File: src/rtl/iosk_pkg.sv
// Constants and types shared by the skip decoder and its comparator.
// Bit positions follow the instruction word numbering: position 0 is the
// most significant bit, position 23 the least significant.
package iosk_pkg;

  // Instruction word layout
  localparam int WORD_W    = 24;
  localparam int SEL_POS   = 0;
  localparam int UNIT_HI   = 1;
  localparam int UNIT_LO   = 4;
  localparam int RTDIR_POS = 4;
  localparam int SC_HI     = 5;
  localparam int SC_LO     = 6;
  localparam int CQ_HI     = 5;
  localparam int CQ_LO     = 15;
  localparam int CQ_W      = CQ_LO - CQ_HI + 1;
  localparam int FUNC_POS  = 16;

  // Sub-command codes when the selector is 0
  localparam logic [1:0] SC_BUF_TAPE = 2'h0;
  localparam logic [1:0] SC_ASM_DRUM = 2'h1;
  localparam logic [1:0] SC_REALTIME = 2'h2;
  localparam logic [1:0] SC_PAPER    = 2'h3;

  // Field positions of each information register within the word image
  localparam int CNT_HI   = 5;
  localparam int CNT_LO   = 15;
  localparam int UAV_HI   = 10;
  localparam int UAV_LO   = 13;
  localparam int AAV_HI   = 8;
  localparam int AAV_LO   = 15;
  localparam int PTS_HI   = 14;
  localparam int PTS_LO   = 15;
  localparam int RT_HI    = 11;
  localparam int RT_LO    = 13;
  localparam int AFL_HI   = 6;
  localparam int AFL_LO   = 15;
  localparam int BFL_HI   = 11;
  localparam int BFL_LO   = 15;
  localparam int BFL_MECH = 11;
  localparam int DFL_HI   = 14;
  localparam int DFL_LO   = 15;
  localparam int PTF_POS  = 15;
  localparam int UNITS    = 16;

  // Values after reset
  localparam logic DONE_RST = 1'b0;
  localparam logic SKIP_RST = 1'b0;
  localparam logic SYNC_RST = 1'b0;

  // Register addressed by a decoded skip
  typedef enum logic [3:0] {
    IOSK_NONE       = 4'h0,
    IOSK_COUNTER    = 4'h1,
    IOSK_UNIT_AVAIL = 4'h2,
    IOSK_ASM_AVAIL  = 4'h3,
    IOSK_RT_IN      = 4'h4,
    IOSK_RT_OUT     = 4'h5,
    IOSK_PT_STAT    = 4'h6,
    IOSK_ASM_FAULT  = 4'h7,
    IOSK_BUF_FAULT  = 4'h8,
    IOSK_DRUM_FAULT = 4'h9,
    IOSK_PT_FAULT   = 4'ha
  } iosk_kind_t;

endpackage

File: src/rtl/iosk_cmp_if.sv
// Operand carrier between the decoder and the magnitude comparator.
// Assumes both ends sit in the same clock domain; the path is combinational.
`timescale 1ns/1ps
interface iosk_cmp_if;
  import iosk_pkg::*;
  logic [0:CQ_W-1] reg_word;  // Addressed register, aligned to the CQ field
  logic [0:CQ_W-1] cq;        // Comparison quantity
  logic            skip;      // High when the register does not exceed CQ

  // Decoder end
  modport dec (output reg_word, output cq, input skip);
  // Comparator end
  modport cmp (input reg_word, input cq, output skip);
endinterface

File: src/rtl/iosk_decoder.sv
// Skip-instruction decoder: selects an information register, compares it
// with the comparison quantity and returns the skip verdict.
// Assumes instruction and register inputs come from logic on i_clk.
`timescale 1ns/1ps
module iosk_decoder
  import iosk_pkg::*;
(
  // Clock and reset
  input  wire logic                   i_clk,
  input  wire logic                   i_rstn,
  // Instruction from fetch
  input  wire logic                   i_instr_valid,
  input  wire logic [0:WORD_W-1]      i_instr,
  // Tape processor information registers
  input  wire logic [CNT_HI:CNT_LO]   i_asm_counter,
  input  wire logic [0:UNITS-1][UAV_HI:UAV_LO] i_unit_avail,
  input  wire logic [AAV_HI:AAV_LO]   i_asm_avail,
  input  wire logic [AFL_HI:AFL_LO]   i_asm_fault,
  // Buffer controller, drum, paper tape, real-time registers
  input  wire logic [BFL_HI:BFL_LO]   i_buf_fault,
  input  wire logic [DFL_HI:DFL_LO]   i_drum_fault,
  input  wire logic [PTS_HI:PTS_LO]   i_pt_status,
  input  wire logic                   i_pt_fault,
  input  wire logic [RT_HI:RT_LO]     i_rt_in_status,
  input  wire logic [RT_HI:RT_LO]     i_rt_out_status,
  // Verdict to the processor
  output logic                        o_done,
  output logic                        o_skip,
  output iosk_kind_t                  o_kind,
  output logic [UNIT_HI:UNIT_LO]      o_unit
);

  logic        rst_s1_r;   // Reset release, first stage
  logic        rst_n_r;    // Synchronised reset used by the design
  logic [0:WORD_W-1] image_c;  // Addressed register placed at its positions
  iosk_kind_t  kind_c;     // Decoded register
  logic        func_c;     // Function bit
  logic        sel_c;      // Selector bit
  logic [1:0]  sc_c;       // Sub-command code
  logic        done_nxt;
  logic        skip_nxt;
  iosk_kind_t  kind_nxt;
  logic [UNIT_HI:UNIT_LO] unit_nxt;
  logic        done_r;
  logic        skip_r;
  iosk_kind_t  kind_r;
  logic [UNIT_HI:UNIT_LO] unit_r;

  iosk_cmp_if cmp_bus ();  // Operands to the comparator

  // Reset release through two flops
  always_ff @(posedge i_clk or negedge i_rstn) begin
    if (!i_rstn) begin
      rst_s1_r <= SYNC_RST;
      rst_n_r  <= SYNC_RST;
    end else begin
      rst_s1_r <= 1'b1;
      rst_n_r  <= rst_s1_r;
    end
  end

  // Decode and register selection
  always_comb begin
    sel_c   = i_instr[SEL_POS];
    func_c  = i_instr[FUNC_POS];
    sc_c    = i_instr[SC_HI:SC_LO];
    kind_c  = IOSK_NONE;
    image_c = '0;
    if (!func_c) begin
      if (sel_c) begin
        kind_c = IOSK_COUNTER;
        image_c[CNT_HI:CNT_LO] = i_asm_counter;
      end else begin
        unique case (sc_c)
          SC_BUF_TAPE: begin
            kind_c = IOSK_UNIT_AVAIL;
            image_c[UAV_HI:UAV_LO] = i_unit_avail[i_instr[UNIT_HI:UNIT_LO]];
          end
          SC_ASM_DRUM: begin
            kind_c = IOSK_ASM_AVAIL;
            image_c[AAV_HI:AAV_LO] = i_asm_avail;
          end
          SC_REALTIME: begin
            // Direction bit picks input or output readiness
            if (i_instr[RTDIR_POS]) begin
              kind_c = IOSK_RT_IN;
              image_c[RT_HI:RT_LO] = i_rt_in_status;
            end else begin
              kind_c = IOSK_RT_OUT;
              image_c[RT_HI:RT_LO] = i_rt_out_status;
            end
          end
          SC_PAPER: begin
            kind_c = IOSK_PT_STAT;
            image_c[PTS_HI:PTS_LO] = i_pt_status;
          end
        endcase
      end
    end else begin
      if (sel_c) begin
        kind_c = IOSK_ASM_FAULT;
        image_c[AFL_HI:AFL_LO] = i_asm_fault;
      end else begin
        unique case (sc_c)
          SC_BUF_TAPE: begin
            kind_c = IOSK_BUF_FAULT;
            image_c[BFL_HI:BFL_LO] = i_buf_fault;
            image_c[BFL_MECH] = 1'b0;
          end
          SC_ASM_DRUM: begin
            kind_c = IOSK_DRUM_FAULT;
            image_c[DFL_HI:DFL_LO] = i_drum_fault;
          end
          SC_PAPER: begin
            kind_c = IOSK_PT_FAULT;
            image_c[PTF_POS] = i_pt_fault;
          end
          SC_REALTIME: begin
            // No fault register here: reads as all zeros
            kind_c = IOSK_NONE;
          end
        endcase
      end
    end
  end

  // Comparator operands
  always_comb begin
    // Register bits passed with their own polarity
    // All ten information registers reachable, four of them tape processor registers
    cmp_bus.reg_word = image_c[CQ_HI:CQ_LO];
    cmp_bus.cq       = i_instr[CQ_HI:CQ_LO];
    // Selector 0 removes sub-command from CQ
    if (!sel_c) begin
      cmp_bus.cq[0:SC_LO-CQ_HI] = '0;
    end
  end

  iosk_cmp u_cmp (
    .cmp_io (cmp_bus.cmp)
  );

  // Verdict next values
  always_comb begin
    done_nxt = i_instr_valid;
    skip_nxt = skip_r;
    kind_nxt = kind_r;
    unit_nxt = unit_r;
    if (i_instr_valid) begin
      skip_nxt = cmp_bus.skip;
      kind_nxt = kind_c;
      unit_nxt = i_instr[UNIT_HI:UNIT_LO];
    end
  end

  // Verdict registers
  always_ff @(posedge i_clk or negedge rst_n_r) begin
    if (!rst_n_r) begin
      done_r <= DONE_RST;
      skip_r <= SKIP_RST;
      kind_r <= IOSK_NONE;
      unit_r <= '0;
    end else begin
      done_r <= done_nxt;
      skip_r <= skip_nxt;
      kind_r <= kind_nxt;
      unit_r <= unit_nxt;
    end
  end

  assign o_done = done_r;
  assign o_skip = skip_r;
  assign o_kind = kind_r;
  assign o_unit = unit_r;
endmodule

File: src/rtl/iosk_cmp.sv
// Unsigned magnitude compare of register word against comparison quantity.
// Assumes both operands are aligned with position CQ_HI as the top bit.
`timescale 1ns/1ps
module iosk_cmp
  import iosk_pkg::*;
(
  // Operands and verdict
  iosk_cmp_if.cmp cmp_io
);

  // Skip when the register magnitude is less than or equal to CQ
  always_comb begin
    cmp_io.skip = (cmp_io.reg_word <= cmp_io.cq);
  end

endmodule

File: config.mk
export PLATFORM = sky130hd
export DESIGN_NAME = iosk_decoder
export DESIGN_NICKNAME = d
export VERILOG_FILES = /design/src/rtl/iosk_pkg.sv /design/src/rtl/iosk_cmp_if.sv /design/src/rtl/iosk_decoder.sv /design/src/rtl/iosk_cmp.sv
export SDC_FILE = /design/constraint.sdc
export NUM_CORES = 1
export LEC_CHECK = 0
export BUFFER_PORTS_ARGS = -buffer_cell sky130_fd_sc_hd__buf_2
export CAP_MARGIN = 20
export CORE_MARGIN = 2
export CORE_UTILIZATION = 39
export CTS_CLUSTER_DIAMETER = 200
export DETAILED_ROUTE_END_ITERATION = 16
export PLACE_DENSITY = 0.8
export SLEW_MARGIN = 5
export SYNTH_ARGS = -nofsm -noshare
export SYNTH_HDL_FRONTEND = slang
export SYNTH_SLANG_ARGS = --single-unit
export TNS_END_PERCENT = 50
File: constraint.sdc
create_clock -name i_clk -period 0.9 [get_ports i_clk]
set_clock_uncertainty 0.15 [all_clocks]
set_input_delay 0.27 -clock i_clk [delete_from_list [all_inputs] [get_ports i_clk]]
set_output_delay 0.27 -clock i_clk [all_outputs]
set_load 0.02 [all_outputs]
==> reports/summary.json <==
{
  "die_area_sq_um": 5030,
  "vias_per_cell": 5.36,
  "gr-usage-all-layers": 0.237,
  "worstPathCellList": "buf_8 -> mux4_2 -> nand2b_4 -> a31oi_1 -> a2111oi_1 -> a221o_1 -> ha_4 -> a2111oi_4 -> a221o_1 -> nand3_1 -> o311ai_2",
  "netSwitchingFraction": 0.320,
  "cp_data_arrival_time_ns": 2.44,
  "p_per_area_nw_per_um2": 867,
  "timing_worst_setup_path_type": "in -> reg",
  "grt_pass1_vias": 2297,
  "final_core_util": 0.685,
  "yosysUniqueCellTypes": 36,
  "global_route.usage.met2": 0.437,
  "floorplan.core_area_sq_um": 4320,
  "die_h_um": 70.9,
  "route.vias.total": 2268,
  "sum_of_net_half_perimeters_after_detailed_placement_um": 5270,
  "critical_path_peak_fanout": 3,
  "violations": "setup timing",
  "finalCritPeriodShare": 2.76,
  "antenna_found_initial": 0,
  "worstPathBufferInverterCount": 1,
  "placement_rows": 24,
  "worst_skew_pair.late_latency_ns": 0.24,
  "layout.cells.non_filler": 423,
  "timing.fmax_mhz": 403,
  "die_w_um": 70.9,
  "mappedNetlistNets": 353,
  "synth_largest_type_area_fraction": 0.229,
  "crit_path_frequent_cell": "sky130_fd_sc_hd__a221o_1",
  "ff_latch_area_sq_um": 300,
  "hold_path_class": "reg -> async",
  "run_status": "complete, but fails checks",
  "fin_nets": 519,
  "number_of_instances_in_the_synthesized_netlist": 206,
  "cell_internal_pwr_mw": 1.75,
  "grt_util_met3": 0.0413,
  "power.share.sequential": 0.246,
  "cts-root-to-sink-buffers": 2,
  "cp_top_family": "compound AO/OA/AOI/OAI gates",
  "antenna-diode-count": 0,
  "area_growth_syn_to_layout_pct": 69.7,
  "numCtsBuffers": 3,
  "power_leakage_nw": 1.59,
  "ctsRootBufferMaster": "sky130_fd_sc_hd__clkbuf_8",
  "place_inst": 414,
  "yosys-top-cells-area": "sky130_fd_sc_hd__mux2i_1 23%, sky130_fd_sc_hd__dfrtp_1 17%, sky130_fd_sc_hd__ha_1 7.9%",
  "p_comb_frac": 0.530,
  "ys_ff_latch": 12,
  "gr-total-overflow": 0,
  "synth.largest_area_cell": "sky130_fd_sc_hd__mux2i_1",
  "p_sw_mw": 0.822,
  "gr-max-usage-layer": "met2",
  "setup_viol": 18,
  "final.setup.worst_slack_ns": -1.58,
  "postRouteWirelength_um": 6300,
  "netlist_area_sq_um": 1750,
  "ys.warnings.count": 0,
  "cp-end-kind": "register",
  "clk_pin_slew_worst_paths_ns": 0.05,
  "detail_route.wl_per_cell_um": 14.9,
  "yosysSeqAreaShare": 0.172,
  "critPathSlowestCell": "sky130_fd_sc_hd__mux4_2",
  "boundaryPins": 146,
  "globalRouteMet1Util": 0.279,
  "maxCapViolations": 0,
  "final_layout_size_suffix_gt1_frac": 0.536,
  "route.antenna.remaining_nets": 0,
  "timing.critical_path.from_type": "input port",
  "fillers": 363,
  "max_ir_drop_vdd_mv": 1.44,
  "multiInputGateArea_sq_um": 1400,
  "drcViolationCount": 0,
  "layout.cells.most_common_list": "127 x sky130_fd_sc_hd__buf_2, 39 x sky130_fd_sc_hd__mux2i_1, 32 x sky130_fd_sc_hd__buf_4, 14 x sky130_fd_sc_hd__nand2_1",
  "numClockSinks": 12,
  "final_common_cell": "sky130_fd_sc_hd__buf_2",
  "initial_utilization": 0.404,
  "time_the_worst_path_needs_with_i_o_delays_and_setup_ns": 2.48,
  "cts-htree-levels": 1,
  "grt_setup_unrepaired": "true",
  "portBuffers": 137,
  "slowest_delay_ns": 0.48,
  "detail_route.iter0.violations": 115,
  "drv_slew": 0,
  "syn_avg_cell_area_sq_um": 8.47,
  "finalHoldViolCount": 0,
  "power_frac_clock": 0.224,
  "grt_max_degree": 24,
  "first_pass_iteration_count_of_the_detailed_router": 4,
  "grt_pass1_wl_um": 9750,
  "final_gp_congestion": 0.820,
  "critical_path_rt_ns": 0.86,
  "tritoncts_clock_tree": "done"
}
## flip-flops by register name (all words and copies together) (netlist names)
register / cells
rst_n_r: 1
rst_s1_r: 1
o_unit: 4
o_skip: 1
o_done: 1
o_kind: 4
## worst reg2reg max path, cell delays in order (launching register included)
cell and delay (ns):
sky130_fd_sc_hd__dfrtp_1 0.40, sky130_fd_sc_hd__buf_4 0.14, sky130_fd_sc_hd__mux2_4 0.27
## cells by family (layout without fill, tap and decap cells)
group,after synthesis,after routing,synth area share
adders and majority gates,11,11,0.0789
DFF,12,12,0.172
other,1,1,0.00215
muxes,52,52,0.320
buffers and inverters,26,191,0.0681
and+or+nand+nor,52,52,0.151
AOI/OAI and AO/OA,52,52,0.209
## layout make-up
cell class,count,area share
Clock buffer,4,0.0186
Inverter,12,0.0152
Multi-Input combinational cell,168,0.471
Sequential cell,12,0.101
Tap cell,52,0.0220
Timing Repair Buffer,175,0.372
## cell usage after synthesis
| cell type | n |
|---|---|
| sky130_fd_sc_hd__mux2i_1 | 40 |
| sky130_fd_sc_hd__nand2_1 | 14 |
| sky130_fd_sc_hd__dfrtp_1 | 12 |
| sky130_fd_sc_hd__inv_1 | 12 |
| sky130_fd_sc_hd__ha_1 | 11 |
| sky130_fd_sc_hd__mux2_2 | 10 |
| sky130_fd_sc_hd__o21ai_0 | 10 |
| sky130_fd_sc_hd__a22oi_1 | 9 |
| sky130_fd_sc_hd__nor2_1 | 9 |
| sky130_fd_sc_hd__a21oi_1 | 8 |
| sky130_fd_sc_hd__clkbuf_1 | 8 |
| sky130_fd_sc_hd__nor2b_1 | 7 |
| sky130_fd_sc_hd__nand2b_1 | 6 |
| sky130_fd_sc_hd__a221oi_1 | 5 |
| sky130_fd_sc_hd__nand4_1 | 5 |
| sky130_fd_sc_hd__a31oi_1 | 4 |
| sky130_fd_sc_hd__a21o_1 | 3 |
| sky130_fd_sc_hd__a221o_1 | 3 |
| sky130_fd_sc_hd__a22o_1 | 3 |
| sky130_fd_sc_hd__nand3_1 | 3 |
| sky130_fd_sc_hd__nor3_1 | 3 |
| sky130_fd_sc_hd__a2111oi_0 | 2 |
| sky130_fd_sc_hd__a311oi_1 | 2 |
| sky130_fd_sc_hd__and2_1 | 2 |
| sky130_fd_sc_hd__buf_2 | 2 |
| sky130_fd_sc_hd__buf_6 | 2 |
| sky130_fd_sc_hd__mux4_2 | 2 |
| sky130_fd_sc_hd__and3_1 | 1 |
| sky130_fd_sc_hd__buf_1 | 1 |
| sky130_fd_sc_hd__buf_4 | 1 |
| sky130_fd_sc_hd__conb_1 | 1 |
| sky130_fd_sc_hd__nand4b_1 | 1 |
| sky130_fd_sc_hd__nor4_1 | 1 |
| sky130_fd_sc_hd__o211ai_1 | 1 |
| sky130_fd_sc_hd__o21a_1 | 1 |
| sky130_fd_sc_hd__o311ai_0 | 1 |
## per-stage QoR
stage	hold WS [ns]	total power, mW	setup TNS, ns	setup WS, ns	area [sq um]
global route	0.0588	2.74	-6.24	-1.66	2960
global placement	-0.0939	1.81	-5.23	-1.84	2730
CTS	0.0277	2.52	-5.75	-1.58	2880
detailed placement	-0.0948	1.84	-5.48	-1.92	2730
floorplan	-0.176	1.26	-4.21	-1.74	1780
finish	0.0162	2.57	-5.65	-1.58	2960
## power by group through the flow
stage	combinational [mW]	sequential (mW)	clock, mW
floorplan	0.575	0.685	0
global placement	1.18	0.629	0
detailed placement	1.21	0.632	0
CTS	1.29	0.628	0.594
global route	1.48	0.638	0.622
finish	1.36	0.632	0.576
## metal layers
metal,part of all wire,vias up
met2,0.50,108
met3,0.091,26
met5,0,-
met1,0.38,1021
li1,-,1113
met4,0.028,0
## final timing paths
| path | from | end | slack [ns] | cells after the start |
|---|---|---|---|---|
| setup / recovery | i_instr[4] | o_skip | -1.58 | 11 |
| hold / removal | rst_n_r | o_kind[1] | 0.02 | 0 |
| setup reg to reg | o_kind[1] | o_kind[1] | -0.17 | 2 |
| hold reg to reg | rst_n_r | o_kind[1] | 0.02 | 0 |
| max in group asynchronous | rst_n_r | o_unit[4] | 0.29 | 0 |
| min in group i_clk | i_instr_valid | o_done | 0.13 | 1 |
## what timing repair did
action	CTS	global route
setup endpoints to repair	16	19
pin swaps	6	0
setup buffers	2	1
hold buffers	1	0
resized for setup	19	14
endpoints found under the hold margin	2	0
gates cloned	0	1
Power figures use the tool's default switching activity.
